File: src/gpx_pkg.sv
// Purpose: shared constants and types for the serial gpio expander
// Assumes: 20 MHz system clock, serial bus up to 400 kHz
// Notes: command codes select one of eight 8-bit registers
package gpx_pkg;
    // ************************************************************
    // address and commands
    // ************************************************************
    localparam logic [3:0] GPX_ADDR_FIXED = 4'h4;
    localparam logic [2:0] GPX_CMD_IN0 = 3'h0;
    localparam logic [2:0] GPX_CMD_IN1 = 3'h1;
    localparam logic [2:0] GPX_CMD_OUT0 = 3'h2;
    localparam logic [2:0] GPX_CMD_OUT1 = 3'h3;
    localparam logic [2:0] GPX_CMD_POL0 = 3'h4;
    localparam logic [2:0] GPX_CMD_POL1 = 3'h5;
    localparam logic [2:0] GPX_CMD_DIR0 = 3'h6;
    localparam logic [2:0] GPX_CMD_DIR1 = 3'h7;
    // ************************************************************
    // reset values
    // ************************************************************
    localparam logic [7:0] GPX_RST_OUT = 8'hff;
    localparam logic [7:0] GPX_RST_POL = 8'h00;
    localparam logic [7:0] GPX_RST_DIR = 8'hff;
    localparam logic [2:0] GPX_RST_CMD = 3'h0;
    // ************************************************************
    // timing
    // ************************************************************
    localparam int GPX_CLK_HZ = 20000000;
    localparam int GPX_SPIKE_NS = 50;
    localparam int GPX_FILT_CYC = (GPX_SPIKE_NS * (GPX_CLK_HZ / 1000000) + 999) / 1000 + 1;
    // ************************************************************
    // types
    // ************************************************************
    typedef struct packed {
        logic [7:0] bank1;
        logic [7:0] bank0;
    } gpx_word_t;
    typedef struct packed {
        logic scl;
        logic sda;
    } gpx_bus_t;
    typedef enum logic [4:0] {
        GPX_IDLE = 5'b00001,
        GPX_ADDR = 5'b00010,
        GPX_CMD = 5'b00100,
        GPX_WDAT = 5'b01000,
        GPX_RDAT = 5'b10000
    } gpx_state_t;
endpackage

File: src/gpx_top.sv
// Purpose: 16-pin gpio expander behind a serial two-wire target
// Assumes: scl and sda sampled by clk; pins are two-way, split in three signals
// Notes: direction bit 1 means input, as after reset all pins float
// Functional notes
// - sixteen pins, each individually input or driven output.
// - two 8-bit direction registers, bit per pin selects input or output.
// - two 8-bit polarity registers invert reported input data per bit.
// - input register captures pin levels; output register holds driven values.
// - every register is readable by the bus master.
// - interrupt output pulls low when any input pin changes state.
// - reset loads register defaults and returns the state machine to idle.
// - three select inputs pick one of eight bus addresses.
// - clock and data inputs are filtered against short glitches.
// - clock line only sensed; data line only pulled low.
// - two banks of eight; pin n maps to bit n of its bank registers.
// - address byte is 0100, select bits, then read/write bit.
// - first written byte is a command pointer, codes 0 to 7.
// - input registers read-only, live levels regardless of direction.
// - output register reads return stored value, inputs unaffected.
module gpx_top
    import gpx_pkg::*;
(
    // clock and reset
    input wire logic clk,
    input wire logic srst,
    // serial bus
    input wire logic scl_in,
    input wire logic sda_in,
    output logic sda_out,
    output logic sda_oe,
    // address select straps
    input wire logic addr_select_0,
    input wire logic addr_select_1,
    input wire logic addr_select_2,
    // gpio pins
    input wire gpx_pkg::gpx_word_t pin_in,
    output gpx_pkg::gpx_word_t pin_out,
    output gpx_pkg::gpx_word_t pin_oe,
    // interrupt, open drain
    output logic int_n_out,
    output logic int_n_oe
);
    import gpx_pkg::*;
    // ************************************************************
    // input conditioning
    // ************************************************************
    gpx_bus_t bus;
    logic scl_prev_q, sda_prev_q;
    logic [2:0] as1_q, as2_q;
    gpx_word_t ps1_q, ps2_q;
    gpx_filt #(.CYC(GPX_FILT_CYC)) u_scl (.clk(clk), .srst(srst), .raw(scl_in), .clean(bus.scl));
    gpx_filt #(.CYC(GPX_FILT_CYC)) u_sda (.clk(clk), .srst(srst), .raw(sda_in), .clean(bus.sda));
    always_ff @(posedge clk) begin
        as1_q <= {addr_select_2, addr_select_1, addr_select_0};
        as2_q <= as1_q;
        ps1_q <= pin_in;
        ps2_q <= ps1_q;
    end
    always_ff @(posedge clk) begin
        if (srst) begin
            scl_prev_q <= 1'b1;
            sda_prev_q <= 1'b1;
        end else begin
            scl_prev_q <= bus.scl;
            sda_prev_q <= bus.sda;
        end
    end
    wire scl_rise = bus.scl & ~scl_prev_q;
    wire scl_fall = ~bus.scl & scl_prev_q;
    wire start_c = bus.scl & scl_prev_q & sda_prev_q & ~bus.sda;
    wire stop_c = bus.scl & scl_prev_q & ~sda_prev_q & bus.sda;
    // ************************************************************
    // registers
    // ************************************************************
    gpx_word_t out_q, pol_q, dir_q;
    gpx_word_t in_view;
    assign in_view = ps2_q ^ pol_q;
    // ************************************************************
    // serial engine
    // ************************************************************
    gpx_state_t st_q;
    logic [2:0] bit_q;
    logic [7:0] sh_q;
    logic [2:0] cmd_q;
    logic ack_ph_q, nack_q, drv_q, rd_q, rel_q;
    logic wr_pulse, rd_load;
    logic [7:0] rd_byte;
    wire byte_done = scl_rise & (bit_q == 3'h7) & ~ack_ph_q;
    wire [7:0] sh_next = {sh_q[6:0], bus.sda};
    wire addr_hit = (sh_next[7:4] == GPX_ADDR_FIXED) & (sh_next[3:1] == as2_q);
    wire [7:0] reg_sel [8];
    assign reg_sel[0] = in_view.bank0;
    assign reg_sel[1] = in_view.bank1;
    assign reg_sel[2] = out_q.bank0;
    assign reg_sel[3] = out_q.bank1;
    assign reg_sel[4] = pol_q.bank0;
    assign reg_sel[5] = pol_q.bank1;
    assign reg_sel[6] = dir_q.bank0;
    assign reg_sel[7] = dir_q.bank1;
    assign rd_byte = reg_sel[cmd_q];
    always_ff @(posedge clk) begin
        if (srst) begin
            st_q <= GPX_IDLE;
            bit_q <= 3'h0;
            sh_q <= 8'h00;
            cmd_q <= GPX_RST_CMD;
            ack_ph_q <= 1'b0;
            nack_q <= 1'b0;
            drv_q <= 1'b0;
            rd_q <= 1'b0;
            rel_q <= 1'b0;
        end else if (start_c) begin
            st_q <= GPX_ADDR;
            bit_q <= 3'h0;
            ack_ph_q <= 1'b0;
            drv_q <= 1'b0;
            rel_q <= 1'b0;
        end else if (stop_c) begin
            st_q <= GPX_IDLE;
            drv_q <= 1'b0;
            ack_ph_q <= 1'b0;
            rel_q <= 1'b0;
        end else begin
            if (scl_rise & ~ack_ph_q) begin
                sh_q <= sh_next;
                bit_q <= bit_q + 3'h1;
            end
            if (scl_rise & ack_ph_q) begin
                nack_q <= bus.sda;
            end
            if (byte_done) begin
                ack_ph_q <= 1'b1;
                unique case (st_q)
                    GPX_ADDR: begin
                        rd_q <= sh_next[0];
                        if (!addr_hit) begin
                            st_q <= GPX_IDLE;
                            ack_ph_q <= 1'b0;
                        end
                    end
                    GPX_CMD: cmd_q <= sh_next[2:0];
                    GPX_WDAT: cmd_q <= {cmd_q[2:1], ~cmd_q[0]};
                    GPX_RDAT: ;
                    GPX_IDLE: ack_ph_q <= 1'b0;
                endcase
            end
            if (scl_fall) begin
                if (ack_ph_q & ~drv_q & st_q != GPX_RDAT) begin
                    drv_q <= 1'b1; // ack by pulling low
                end else if (ack_ph_q & drv_q & st_q != GPX_RDAT) begin
                    ack_ph_q <= 1'b0;
                    bit_q <= 3'h0;
                    unique case (st_q)
                        GPX_ADDR: st_q <= rd_q ? GPX_RDAT : GPX_CMD;
                        GPX_CMD: st_q <= GPX_WDAT;
                        default: st_q <= st_q;
                    endcase
                    drv_q <= (st_q == GPX_ADDR & rd_q) ? ~rd_byte[7] : 1'b0;
                    sh_q <= rd_byte;
                end else if (st_q == GPX_RDAT & ack_ph_q & ~rel_q) begin
                    // let go of sda so the master can ack or nack
                    drv_q <= 1'b0;
                    rel_q <= 1'b1;
                end else if (st_q == GPX_RDAT & ack_ph_q) begin
                    // master acks a read byte; nack means stop sending
                    rel_q <= 1'b0;
                    ack_ph_q <= 1'b0;
                    bit_q <= 3'h0;
                    cmd_q <= {cmd_q[2:1], ~cmd_q[0]};
                    sh_q <= reg_sel[{cmd_q[2:1], ~cmd_q[0]}];
                    drv_q <= ~nack_q & ~reg_sel[{cmd_q[2:1], ~cmd_q[0]}][7];
                    if (nack_q) st_q <= GPX_IDLE;
                end else if (st_q == GPX_RDAT & ~ack_ph_q) begin
                    drv_q <= ~sh_q[7];
                end
            end
        end
    end
    assign wr_pulse = byte_done & (st_q == GPX_WDAT);
    assign rd_load = scl_fall & (st_q == GPX_RDAT | (st_q == GPX_ADDR & rd_q)) & ack_ph_q;
    // ************************************************************
    // register file
    // ************************************************************
    always_ff @(posedge clk) begin
        if (srst) begin
            out_q <= {GPX_RST_OUT, GPX_RST_OUT};
            pol_q <= {GPX_RST_POL, GPX_RST_POL};
            dir_q <= {GPX_RST_DIR, GPX_RST_DIR};
        end else if (wr_pulse & ~start_c & ~stop_c) begin
            unique case (cmd_q)
                GPX_CMD_OUT0: out_q.bank0 <= sh_next;
                GPX_CMD_OUT1: out_q.bank1 <= sh_next;
                GPX_CMD_POL0: pol_q.bank0 <= sh_next;
                GPX_CMD_POL1: pol_q.bank1 <= sh_next;
                GPX_CMD_DIR0: dir_q.bank0 <= sh_next;
                GPX_CMD_DIR1: dir_q.bank1 <= sh_next;
                default: ;
            endcase
        end
    end
    // ************************************************************
    // pins and interrupt
    // ************************************************************
    // snapshot is the last level reported; change is judged against it
    gpx_word_t snap_q;
    wire rd0 = rd_load & (cmd_q == GPX_CMD_IN0);
    wire rd1 = rd_load & (cmd_q == GPX_CMD_IN1);
    wire [15:0] diff = (ps2_q ^ snap_q) & dir_q;
    always_ff @(posedge clk) begin
        if (srst) begin
            snap_q <= 16'h0000;
            pin_out <= 16'h0000;
            pin_oe <= 16'h0000;
            int_n_oe <= 1'b0;
            sda_oe <= 1'b0;
            sda_out <= 1'b0;
            int_n_out <= 1'b0;
        end else begin
            if (rd0) snap_q.bank0 <= ps2_q.bank0;
            if (rd1) snap_q.bank1 <= ps2_q.bank1;
            pin_out <= out_q;
            pin_oe <= ~dir_q;
            int_n_oe <= |diff;
            sda_oe <= drv_q & ~start_c & ~stop_c;
            sda_out <= 1'b0;
            int_n_out <= 1'b0;
        end
    end
endmodule

File: src/gpx_filt.sv
// Purpose: two-flop sync plus glitch filter for one serial line
// Assumes: line idles high
// Notes: output changes only after the input holds steady
module gpx_filt #(
    parameter int CYC = 3
) (
    // clock and reset
    input wire logic clk,
    input wire logic srst,
    // line
    input wire logic raw,
    output logic clean
);
    logic s1_q, s2_q;
    logic [3:0] cnt_q;
    always_ff @(posedge clk) begin
        if (srst) begin
            s1_q <= 1'b1;
            s2_q <= 1'b1;
            cnt_q <= 4'h0;
            clean <= 1'b1;
        end else begin
            s1_q <= raw;
            s2_q <= s1_q;
            if (s2_q == clean) begin
                cnt_q <= 4'h0;
            end else if (cnt_q == 4'(CYC - 1)) begin
                cnt_q <= 4'h0;
                clean <= s2_q;
            end else begin
                cnt_q <= cnt_q + 4'h1;
            end
        end
    end
endmodule

File: config.mk
export PLATFORM = sky130hd
export DESIGN_NAME = gpx_top
export DESIGN_NICKNAME = d
export VERILOG_FILES = /design/src/gpx_pkg.sv /design/src/gpx_top.sv /design/src/gpx_filt.sv
export SDC_FILE = /design/constraint.sdc
export NUM_CORES = 1
export LEC_CHECK = 0
export BUFFER_PORTS_ARGS = -buffer_cell sky130_fd_sc_hd__buf_2
export CORE_MARGIN = 3
export CORE_UTILIZATION = 35
export CTS_CLUSTER_SIZE = 30
export DETAILED_ROUTE_END_ITERATION = 7
export GPL_TIMING_DRIVEN = 0
export PLACE_DENSITY_LB_ADDON = 0.05
export SLEW_MARGIN = 10
export SYNTH_ARGS = -nofsm -noshare
export SYNTH_HDL_FRONTEND = slang
export SYNTH_SLANG_ARGS = --single-unit
export TNS_END_PERCENT = 30
File: constraint.sdc
create_clock -name clk -period 5.34 [get_ports clk]
set_input_delay 0.534 -clock clk [delete_from_list [all_inputs] [get_ports clk]]
set_output_delay 0.534 -clock clk [all_outputs]
set_load 0.01 [all_outputs]
==> results of run 1 <==
placed cells by master (no fill, tap or decap), types with 7 or more instances in the layout:
cell       synthesis  final
buf_2              5     61
dfxtp_1          176    176
o22ai_1           26     26
nand2_1           49     49
clkbuf_1          32     32
nor2b_1           19     19
o211ai_1          15     15
a21oi_1           13     13
clkinv_8           0      7
o21ai_0            8      8
nor2_1            85     85
mux2i_1           71     71
xnor2_1           20     20
clkbuf_16          0     17
o21ai_1           15     15
xor2_1            24     24
mux4_2            18     18
inv_1             13     13
layout make-up:
type                    instances  area share, %
clock buffers                  17           5.03
inverters                      15          0.665
flip-flops and latches        176           41.6
multi-input cells             464           40.6
plain buffers                  49           2.59
well taps                     265           3.92
clock inverters                15           2.23
repair buffers                 56           3.31
cells by family after synthesis:
kind of cell / after synthesis
compound gates: 117
xor+xnor: 44
fa+ha+maj: 6
buf+inv: 64
flops: 176
mux: 89
other cells: 1
simple gates: 206
state kept, by name (all words and copies together) (netlist names), 3 cells and up:
signal / flops
pin_oe: 16
st_q: 5
sh_q: 8
pol_q: 16
u_sda.cnt_q: 4
as2_q: 3
pin_out: 16
u_scl.cnt_q: 4
ps1_q: 16
bit_q: 3
cmd_q: 3
dir_q: 16
ps2_q: 16
as1_q: 3
snap_q: 16
out_q: 16
metal layers:
layer,vias up,share of wire [%]
li1,2647,-
met1,2578,49
met2,142,45
met3,14,4.7
met4,0,1.1
met5,-,0
critical path: cells and delay by family, from the launching register on:
kind                      cells  cell delay (ns)
buffers and inverters         3             1.14
AOI/OAI and AO/OA             2             0.51
and+or+nand+nor               2             0.37
DFF                           1             0.31
xor gates and xnor gates      1             0.16
stage by stage:
step	cell area, µm²	cells	hold WS [ns]	setup WS, ns	power (mW)
global route	8460	1057	0.165	2.47	2.82
floorplan	7230	704	0.310	3.49	1.44
finish	8460	1057	0.188	2.74	2.72
global placement	7850	1025	0.310	2.74	1.49
CTS	8460	1057	0.169	2.74	2.75
detailed placement	7850	1025	0.312	2.78	1.49
power by group through the flow:
| stage | clock, mW | sequential, mW | combinational [mW] |
|---|---|---|---|
| after floorplan | 0 | 1.38 | 0.0587 |
| after detailed placement | 0 | 1.39 | 0.100 |
| after global routing | 1.35 | 1.36 | 0.111 |
| final | 1.27 | 1.36 | 0.0997 |
| after global placement | 0 | 1.39 | 0.0991 |
| after CTS | 1.29 | 1.36 | 0.101 |
cell usage after synthesis (8+ instances only):
| cell | n |
|---|---|
| mux4_2 | 18 |
| mux2i_1 | 71 |
| nor2_1 | 85 |
| inv_1 | 13 |
| nor2b_1 | 19 |
| clkbuf_1 | 32 |
| o21ai_1 | 15 |
| nand2_1 | 49 |
| xor2_1 | 24 |
| a21oi_1 | 13 |
| o21ai_0 | 8 |
| dfxtp_1 | 176 |
| o211ai_1 | 15 |
| xnor2_1 | 20 |
| o22ai_1 | 26 |
worst min-delay path by stage:
stage                     end  slack (ns)  cells past startpoint
floorplan            as2_q[0]        0.31                      0
global placement    ps2_q[10]        0.31                      0
detailed placement  ps2_q[10]        0.31                      0
CTS                 ps1_q[11]        0.17                      1
global route         ps1_q[4]        0.16                      1
finish               ps1_q[3]        0.19                      1
==> summary.log, run 1 <==
[cells_and_area] number of nets at the end of the flow 808
[drt] number of nets with antenna violations after detailed routing 0
[outcome] result of the run complete, no violations
[floorplanning] total I/O pin count 59
[power_and_ir_drop] share of total power in combinational logic 3.7%
[timing] measured slew at the worst slew-check pin 0.993 ns
[hold_path] startpoint of the most critical hold path pin_in[3]
[drt] detailed-route wire length per cell 19.2 µm
[timing] Post-Route Skew 0.00938 ns
[critical_path] reg-to-reg slack, setup 2.74 ns
[placed_design] HPWL reported at the end of detailed placement 15000 µm
[power_and_ir_drop] power density over cell area 322 nW/µm²
[power_and_ir_drop] P_leak 3.45 nW
[global_route] met1 GRT Util 26.8%
[global_route] pin count of the biggest net entering global routing 21
[cells_and_area] number of fillers in the final layout 1930
[critical_path] CP most frequent cell clkbuf_1
[cts] Worst-path clk slew 0.08 ns
[global_route] GRT Residual Overflow 0
[cells_and_area] final core utilization 42.6%
[cells_and_area] area added between synthesis and finish 17.0%
[placed_design] final weighted congestion of routability-driven global placement 0.857
[timing] highest clock rate 0.385 GHz
[run] count of maximum capacitance violations 0
[critical_path] kind of start point of the critical path flip-flop
[synth] post-synthesis instance total 703
[placed_design] number of buffers added on ports 56
[floorplanning] die area 22400 µm²
[synth] combinational family with the most area after synthesis multiplexers
[synth] area share of and/or/nand/nor cells after synthesis 14.5%
[cts] clock tree from TritonCTS done
[global_route] vias in the first global route 5359
[drt] DRC violations left 0
[critical_path] Critical Path Source u_sda.clean
[synth] average footprint of a synthesized cell 10.3 µm²
[critical_path] launch instance of the worst register-to-register path u_sda.clean
[floorplanning] Row Count 51
[power_and_ir_drop] worst vdd ir 170 µV
[floorplanning] die width 150 µm
[critical_path] number of cells on the worst reg-to-reg path 8
[synth] ranking of synthesized cells by area dfxtp_1 49%, mux2i_1 9.8%, mux4_2 5.6%, nor2_1 4.4%, xor2_1 2.9%
[timing] final period utilization 48.6%
[critical_path] cell with the largest stage delay on the worst path clkbuf_1
[cts] number of buffers inserted to repair setup after CTS 0
[cells_and_area] Sequential cell area 3520 µm²
[drt] vias after detailed routing 5381
[global_route] wire length of the first global-routing pass 31500 µm
[timing] unrepaired setup endpoints after global routing no
[power_and_ir_drop] share of power burned in the clock network 46.5%
[global_route] global-route total usage across every layer 18.6%
[global_route] met3 track demand over resource in global routing 3.57%
[global_route] GR peak layer met2
[power_and_ir_drop] internal power component 2.02 mW
[cts] number of buffers inserted for hold repair after clock tree synthesis 0
[cts] depth of the CTS H-tree 4
[synth] number of synthesis warnings 0
[drt] Vias per Instance 5.09
[timing] tightest slew margin relative to the limit 33.3%
[synth] Cell Area, Synth 7230 µm²
[power_and_ir_drop] net switching power 0.706 mW
[critical_path] arrival time of the worst setup path 2.92 ns
[power_and_ir_drop] proportion of total power due to net switching 25.9%
[floorplanning] die height 150 µm
[cts] Max Root-Sink Buffers 2
[cts] post-cts repair resize count 0
[cts] clock root buffer clkbuf_16
[synth] EDFF count, synth 0
[global_route] initial antenna violation count 0
[cts] number of buffers inserted during clock tree synthesis 17
[cells_and_area] total area of multi-input combinational cells 3440 µm²
[floorplanning] initial core utilization 36.4%
[critical_path] required time at the endpoint of the critical path 5.66 ns
[synth] share of the synthesized area in the top cell type 48.7%
[synth] top_reg_cell synth dfxtp_1
[drt] starting DRC count in detailed routing 335
[timing] total negative setup slack 0 ns
[critical_path] endpoint of the worst-slack reg-to-reg timing path sh_q[3]
[cells_and_area] Diodes inserted 0
[power_and_ir_drop] part of the total power dissipated in sequential elements 49.8%
[synth] synth unique cells 65
[global_route] met2 Track Usage GR 28.7%
[cts] clk_lat worst skew 0.44 ns
[critical_path] critical path capture point type flip-flop
[timing] count of pins over their slew limit 0
[synth] Post-Synth XOR/XNOR Area 5.33%
[synth] fraction of the mapped netlist area in compound gates 11.1%
[drt] total routed wirelength 20300 µm
[timing] time the worst path needs with I/O delays and setup 2.60 ns
[critical_path] kind of critical path flip-flop to flip-flop
[cells_and_area] fraction of final layout cells with drive strength greater than 1 16.7%
[cts] Sink Count 176
[critical_path] highest net fanout along the worst path 10
[synth] adder and majority gate portion of the synthesized area 1.04%
[synth] flop and latch count out of synthesis 176
[hold_path] path category of the worst min-delay check input port to flip-flop
[floorplanning] CORE AREA 19800 µm²
[synth] mux share of post-synthesis cell area 15.4%
[synth] Async SR Flop Fraction 0%
[drt] first-pass detailed-route iteration total 5
[critical_path] critical path cell sequence clkbuf_1 > xor2_1 > and3_1 > clkbuf_1 > nor2_1 > clkbuf_1 > o21ai_1 > a222oi_1
[critical_path] capturing element of the worst setup path sh_q[3]
[timing] setup violation total in the final timing report 0
[critical_path] Critical Path Max Stage Delay 0.50 ns
[timing] endpoints failing hold 0
[synth] sequential fraction of the synthesis area 48.7%
[synth] cell taking the most area after synthesis dfxtp_1
Power figures use the tool's default switching activity.
==> run 2, diff against run 1 <==
- clock period: 5.34 -> 2.5 ns (I/O delays scaled with it)
==> run 2 against run 1 <==
Sequential power is 110% higher. Total power is 110% higher. Sequential cell count stayed put. Non-clock buffer count is 20 higher. Fmax is 7.5% higher. Clock power is 110% higher. Core utilization is 1.1 points higher.
==> summary.log, run 2 (synthesis gave the netlist of run 1 again) <==
[drt] Vias per Instance 5.07 [-0.47%]
[floorplanning] total I/O pin count 59 [unchanged]
[critical_path] sum of buffers and inverters on the critical path 1 [-2]
[cts] clk_lat worst skew 0.44 ns [about the same]
[power_and_ir_drop] share of power burned in the clock network 46.3% [-0.2 points]
[timing] final period utilization 96.6% [+48 points]
[global_route] met1 GRT Util 27.0% [+0.21 points]
[cells_and_area] fraction of final layout cells with drive strength greater than 1 16.5% [-0.16 points]
[global_route] met3 track demand over resource in global routing 3.54% [-0.030 points]
[cells_and_area] total area of multi-input combinational cells 3440 µm² [unchanged]
[drt] DRC violations left 0 [unchanged]
[critical_path] reg-to-reg slack, setup 0.08 ns [-2.66 ns]
[floorplanning] Row Count 51 [unchanged]
[placed_design] worst slack at placement -0.0622 ns [-2.84 ns]
[hold_path] startpoint of the most critical hold path srst
[power_and_ir_drop] internal power component 4.33 mW [+110%]
[cts] Worst-path clk slew 0.07 ns [about the same]
[critical_path] critical path cell sequence buf_4 > nor3b_4 > nand3_4 > nor4_4 > mux2i_1 > nand2_1
[run] count of maximum capacitance violations 0 [unchanged]
[cts] clock root buffer clkbuf_16
[global_route] wire length of the first global-routing pass 31700 µm [+0.70%]
[timing] tightest slew margin relative to the limit 31.8% [-1.5 points]
[cts] Max Root-Sink Buffers 2 [unchanged]
[critical_path] kind of critical path flip-flop to flip-flop
[drt] detailed-route wire length per cell 18.9 µm [-1.3%]
[cells_and_area] most common cell after layout, fill and taps aside dfxtp_1
[cts] depth of the CTS H-tree 4 [unchanged]
[global_route] global-route total usage across every layer 18.7% [+0.12 points]
[timing] Post-Route Skew 0.00926 ns [-0.000118 ns]
[critical_path] number of cells on the worst reg-to-reg path 6 [-2]
[cts] clock tree from TritonCTS done
[floorplanning] CORE AREA 19800 µm² [unchanged]
[global_route] met2 Track Usage GR 28.9% [+0.20 points]
[cells_and_area] highest-count cells in the layout ignoring fill and taps 176 x dfxtp_1, 85 x nor2_1, 71 x mux2i_1, 61 x buf_2, 49 x nand2_1
[placed_design] number of buffers added on ports 56 [unchanged]
[global_route] initial antenna violation count 0 [unchanged]
[cells_and_area] Diodes inserted 0 [unchanged]
[power_and_ir_drop] worst vdd ir 363 µV [+110%]
[timing] highest clock rate 0.414 GHz [+7.5%]
[drt] first-pass detailed-route iteration total 6 [+1]
[hold_path] path category of the worst min-delay check input port to flip-flop
[cells_and_area] final core utilization 43.7% [+1.1 points]
[cells_and_area] Sequential cell area 3520 µm² [unchanged]
[global_route] vias in the first global route 5425 [+1.2%]
[drt] total routed wirelength 20400 µm [+0.61%]
[timing] count of pins over their slew limit 0 [unchanged]
[drt] number of nets with antenna violations after detailed routing 0 [unchanged]
[cells_and_area] area added between synthesis and finish 19.9%
[critical_path] launch instance of the worst register-to-register path u_scl.clean
[timing] measured slew at the worst slew-check pin 1.02 ns [+0.0229 ns]
[critical_path] Critical Path Source u_scl.clean
[critical_path] arrival time of the worst setup path 2.71 ns [-0.21 ns]
[timing] time the worst path needs with I/O delays and setup 2.42 ns [-0.182 ns]
[cells_and_area] number of nets at the end of the flow 828 [+2.5%]
[global_route] GRT Residual Overflow 0 [unchanged]
[hold_path] worst-case hold path end point bit_q[0]
[power_and_ir_drop] P_leak 3.54 nW [+2.7%]
[global_route] GR peak layer met2
[critical_path] kind of start point of the critical path flip-flop
[power_and_ir_drop] power density over cell area 673 nW/µm² [+110%]
[cts] number of buffers inserted during clock tree synthesis 17 [unchanged]
[critical_path] endpoint of the worst-slack reg-to-reg timing path dir_q[15]
[power_and_ir_drop] share of total power in combinational logic 4.0% [+0.3 points]
[critical_path] critical path capture point type flip-flop
[timing] setup violation total in the final timing report 0 [unchanged]
[placed_design] HPWL reported at the end of detailed placement 15000 µm [unchanged]
[critical_path] CP delay by family, top simple AND/OR/NAND/NOR gates
[critical_path] required time at the endpoint of the critical path 2.79 ns [-2.87 ns]
[power_and_ir_drop] proportion of total power due to net switching 25.9% [-0.088 points]
[critical_path] highest net fanout along the worst path 10 [unchanged]
[critical_path] cell with the largest stage delay on the worst path nor4_4
[drt] vias after detailed routing 5457 [+1.4%]
[power_and_ir_drop] part of the total power dissipated in sequential elements 49.7% [about the same]
[floorplanning] die width 150 µm [unchanged]
[cells_and_area] number of fillers in the final layout 1914 [-0.83%]
[timing] unrepaired setup endpoints after global routing yes
[outcome] result of the run complete, no violations
[floorplanning] die area 22400 µm² [unchanged]
[placed_design] final weighted congestion of routability-driven global placement 0.857 [unchanged]
[hold_path] WHS Path Cells 3 [+2]
[timing] endpoints failing hold 0 [unchanged]
[drt] starting DRC count in detailed routing 339 [+1.2%]
[floorplanning] initial core utilization 36.4% [unchanged]
[global_route] pin count of the biggest net entering global routing 21 [unchanged]
[floorplanning] die height 150 µm [unchanged]
[timing] post-route setup slack 0.0847 ns [-2.66 ns]
[cts] Sink Count 176 [unchanged]
[critical_path] Critical Path Max Stage Delay 0.91 ns [+0.41 ns]
[power_and_ir_drop] net switching power 1.51 mW [+110%]
==> run 2: cell types whose count changed in the layout (fill, tap and decap cells not counted) <==
| cell | change |
|---|---|
| clkbuf_1 | -3 |
| clkbuf_2 | +2 |
| dlygate4sd3_1 | +21 |
==> run 2: worst max-delay path by stage <==
stage,to,slack (ns),depth (start not counted)
2_1_floorplan,dir_q[10],0.65,6
3_3_place_gp,sh_q[3],-0.1,8
3_5_place_dp,sh_q[3],-0.06,8
4_1_cts,sh_q[3],0.08,7
5_1_grt,dir_q[15],-0.005,6
6_report,dir_q[15],0.08,6
==> run 2: metrics by stage <==
step                      setup TNS (ns)  instance area (µm²)  total power [mW]  hold WS [ns]  std cells
after floorplan                        0                 7230              3.08         0.278        704
after global placement            -0.137                 7850              3.17         0.310       1025
after detailed placement         -0.0787                 7850              3.18         0.312       1025
after CTS                              0                 8670              5.89         0.254       1077
after global routing            -0.00488                 8670              6.06         0.278       1077
final                                  0                 8670              5.83         0.254       1077
==> run 2: repair_timing <==
| item | in CTS | in global routing |
|---|---|---|
| resized for setup | 1 | 2 |
| gates cloned | 0 | 0 |
| hold endpoints to repair | 21 | 0 |
| setup endpoints to repair | 6 | 7 |
| pin swaps | 0 | 0 |
| setup buffers | 0 | 0 |
| hold buffers | 21 | 0 |
==> run 2: area by class of cell <==
cell class,instances,area share [%]
buffer,48,2.51
clock buffer,17,4.91
clock inverter,15,2.18
inverter,15,0.649
multi-input combinational,464,39.6
sequential,176,40.6
tap,265,3.82
timing repair buffer,77,5.66
==> run 2: power groups by stage <==
stage,sequential (mW),clock (mW),combinational [mW]
after global placement,2.96,0,0.212
after floorplan,2.96,0,0.125
after CTS,2.90,2.76,0.235
after global routing,2.91,2.89,0.258
after detailed placement,2.96,0,0.215
final,2.90,2.70,0.233
==> run 2: metal layers <==
layer	vias up	share of wire, %
met5	-	0
li1	2688	-
met4	0	1.1
met3	16	4.9
met1	2608	49
met2	145	45
==> run 2: tightest hold or removal path, cell delays in order <==
cell	delay, ns
buf_2	0.17
or3_1	0.17
nor2_1	0.05
==> run 3, diff against run 2 <==
- SYNTH_HIERARCHICAL: unset -> 1
==> run 3 against run 2 <==
Cell count fell by 0.65%. Die area rose by 1.4%. First-iteration DRC count fell by 4.4%. Synthesized cell count fell by 2.4%. Fmax fell by 2.9%. Critical path depth fell by 1. Clock power rose by 3%. Register-to-register slack got worse by 0.07 ns. Largest cell class is now multi-input gates. Highest routed layer unchanged.
==> summary.log, run 3 <==
[outcome] result of the run complete, no violations
[cells_and_area] final std cells w/o fill 1070 [-0.65%]
[drt] Vias per Instance 5.12 [+1.1%]
[drt] total routed wirelength 20400 µm [+0.25%]
[synth] list of most frequent post-synthesis cells 176 x dfxtp_1, 72 x nor2_1, 55 x mux2i_1
[power_and_ir_drop] power density over cell area 668 nW/µm² [-0.77%]
[cts] clk_lat worst skew 0.43 ns [about the same]
[placed_design] worst slack at placement -0.149 ns [-0.0868 ns]
[global_route] pin count of the biggest net entering global routing 19 [-9.5%]
[cells_and_area] highest-count cells in the layout ignoring fill and taps 173 x dfxtp_1, 71 x nor2_1, 62 x buf_2, 55 x mux2i_1, 45 x nand2_1
[cells_and_area] Diodes inserted 0 [unchanged]
[synth] sequential fraction of the synthesis area 48.0% [-0.72 points]
[cts] clock root buffer clkbuf_16
[cts] Max Root-Sink Buffers 2 [unchanged]
[synth] top_reg_cell synth dfxtp_1
[cells_and_area] total area of multi-input combinational cells 3650 µm² [+6.3%]
[timing] setup violation total in the final timing report 0 [unchanged]
[floorplanning] die height 151 µm [+0.72%]
[timing] post-route setup slack 0.0136 ns [-0.0710 ns]
[critical_path] arrival time of the worst setup path 2.78 ns [+0.07 ns]
[critical_path] critical path capture point type flip-flop
[run] count of maximum capacitance violations 0 [unchanged]
[floorplanning] Row Count 52 [+2.0%]
[power_and_ir_drop] worst vdd ir 645 µV [+78%]
[cells_and_area] Sequential cell area 3530 µm² [+0.11%]
[synth] flop and latch count out of synthesis 176 [unchanged]
[floorplanning] die area 22700 µm² [+1.4%]
[synth] EDFF count, synth 0 [unchanged]
[cells_and_area] most common cell after layout, fill and taps aside dfxtp_1
[drt] starting DRC count in detailed routing 324 [-4.4%]
[placed_design] HPWL reported at the end of detailed placement 15000 µm [about the same]
[cts] Worst-path clk slew 0.07 ns [about the same]
[critical_path] kind of critical path flip-flop to flip-flop
[placed_design] final weighted congestion of routability-driven global placement 0.903 [+5.5%]
[timing] tightest slew margin relative to the limit 33.5% [+1.7 points]
[cells_and_area] fraction of final layout cells with drive strength greater than 1 21.4% [+4.9 points]
[timing] measured slew at the worst slew-check pin 0.997 ns [-0.0184 ns]
[floorplanning] CORE AREA 20400 µm² [+2.9%]
[timing] final period utilization 99.5% [+2.8 points]
[critical_path] cell with the largest stage delay on the worst path a2111oi_4
[hold_path] path category of the worst min-delay check input port to flip-flop
[synth] cell taking the most area after synthesis dfxtp_1
[cts] Sink Count 176 [unchanged]
[synth] number of synthesis warnings 6 [+6]
[cts] depth of the CTS H-tree 4 [unchanged]
[floorplanning] total I/O pin count 59 [unchanged]
[drt] number of nets with antenna violations after detailed routing 0 [unchanged]
[timing] unrepaired setup endpoints after global routing yes
[global_route] GRT Residual Overflow 0 [unchanged]
[timing] Post-Route Skew 0.0104 ns [+0.00113 ns]
[cells_and_area] number of fillers in the final layout 2008 [+4.9%]
[global_route] global-route total usage across every layer 18.6% [-0.17 points]
[placed_design] cell area after placement 7960 µm² [+1.5%]
[cts] clock tree from TritonCTS done
[critical_path] kind of start point of the critical path flip-flop
[synth] synth unique cells 63 [-3.1%]
[cells_and_area] cell area after layout 8890 µm² [+2.5%]
[synth] post-synthesis instance total 686 [-2.4%]
[drt] detailed-route wire length per cell 19.1 µm [+0.90%]
[floorplanning] die width 151 µm [+0.72%]
[timing] highest clock rate 0.402 GHz [-2.9%]
[cells_and_area] area added between synthesis and finish 21.1%
[drt] first-pass detailed-route iteration total 5 [-1]
[timing] time the worst path needs with I/O delays and setup 2.49 ns [+0.0710 ns]
[placed_design] number of buffers added on ports 56 [unchanged]
[cells_and_area] number of nets at the end of the flow 816 [-1.4%]
[drt] vias after detailed routing 5480 [+0.42%]
[critical_path] highest net fanout along the worst path 8 [-2]
[synth] share of the synthesized area in the top cell type 48.0% [-0.72 points]
[placed_design] number of cells in the design after placement 1013 [-1.2%]
[synth] average footprint of a synthesized cell 10.7 µm² [+4.0%]
[timing] count of pins over their slew limit 0 [unchanged]
[timing] endpoints failing hold 0 [unchanged]
[cts] number of buffers inserted during clock tree synthesis 17 [unchanged]
[floorplanning] initial core utilization 35.9% [-0.51 points]
[critical_path] required time at the endpoint of the critical path 2.80 ns [about the same]
[drt] DRC violations left 0 [unchanged]
[critical_path] critical path cell sequence nor4_4 > nand2_2 > a2111oi_4 > mux2i_1 > nor2_1
[power_and_ir_drop] P_leak 3.34 nW [-5.7%]
[global_route] vias in the first global route 5509 [+1.5%]
[global_route] wire length of the first global-routing pass 31500 µm [-0.78%]
[critical_path] Critical Path Max Stage Delay 0.90 ns [about the same]
[synth] ranking of synthesized cells by area dfxtp_1 48%, mux4_2 8.0%, mux2i_1 7.5%, xor2_1 3.8%, nor2_1 3.7%
[synth] Async SR Flop Fraction 0% [unchanged]
[synth] dominant cell by count in the synthesized netlist dfxtp_1
[global_route] initial antenna violation count 0 [unchanged]
[synth] Cell Area, Synth 7340 µm² [+1.5%]
-- run 3: layout make-up --
type                            count  area share, %
Buffer                             42           2.13
Clock buffer                       17           4.79
Clock inverter                     15           2.10
Inverter                           10          0.422
Multi-Input combinational cell    459           41.1
Sequential cell                   176           39.7
Tap cell                          270           3.80
Timing Repair Buffer               81           6.00
-- run 3: power by group --
| part | switching (mW) | total, mW | leakage, nW | internal [mW] |
|---|---|---|---|---|
| Combinational | 0.141 | 0.261 | 1.60 | 0.120 |
| Sequential | 0.0424 | 2.90 | 1.44 | 2.86 |
| Clock | 1.24 | 2.77 | 0.300 | 1.53 |
-- run 3: final timing paths --
kind	startpoint	end	slack, ns	cells past startpoint
worst max-delay path	st_q[0]	snap_q[15]	0.01	5
worst min-delay path	srst	u_sda/clean	0.14	3
worst max register to register	st_q[0]	snap_q[15]	0.01	5
worst min register to register	ps1_q[6]	ps2_q[6]	0.33	0
-- run 3: stage by stage --
stage          TNS (ns)  power, mW  util (%)  hold slack, ns
6_report              0       5.94      43.5           0.142
5_1_grt          -0.735       6.16      43.5           0.145
4_1_cts           -2.57       6.01      43.0           0.131
3_5_place_dp      -2.24       3.21      39.0           0.312
3_3_place_gp      -1.70       3.20      39.0           0.310
2_1_floorplan         0       3.10         -           0.278
-- run 3: critical path: cells and delay by family (launching register included) --
kind            cells  cell delay (ns)
simple gates        3             0.82
flops               1             0.36
mux                 1             0.26
compound gates      1             0.90
-- run 3: kinds of logic (layout without fill, tap and decap cells) --
family	Yosys count	count (layout)	share of synthesized area, %
multiplexers	87	87	16.4
buffers and inverters	52	165	2.95
AO/OA/AOI/OAI	95	95	10.0
flip-flops	176	176	48.0
AND/OR/NAND/NOR	226	226	16.4
XOR/XNOR	43	43	5.13
adder cells (fa/ha/maj)	6	6	1.02
other	1	2	0.0511
-- run 3: layer usage --
metal | part of all wire, % | GRT usage, % | vias up
met5 | 0 | 0 | -
met4 | 2.0 | 5.94 | 0
met3 | 4.1 | 3.71 | 23
met2 | 50 | 31.6 | 130
met1 | 44 | 23.8 | 2704
li1 | - | - | 2623
-- run 3: timing repair --
action	in CTS	in global routing
setup endpoints to repair	32	66
hold buffers	21	0
cloned	0	0
hold endpoints to repair	21	0
buffers inserted	0	4
resized for setup	2	18
pin swaps	0	5
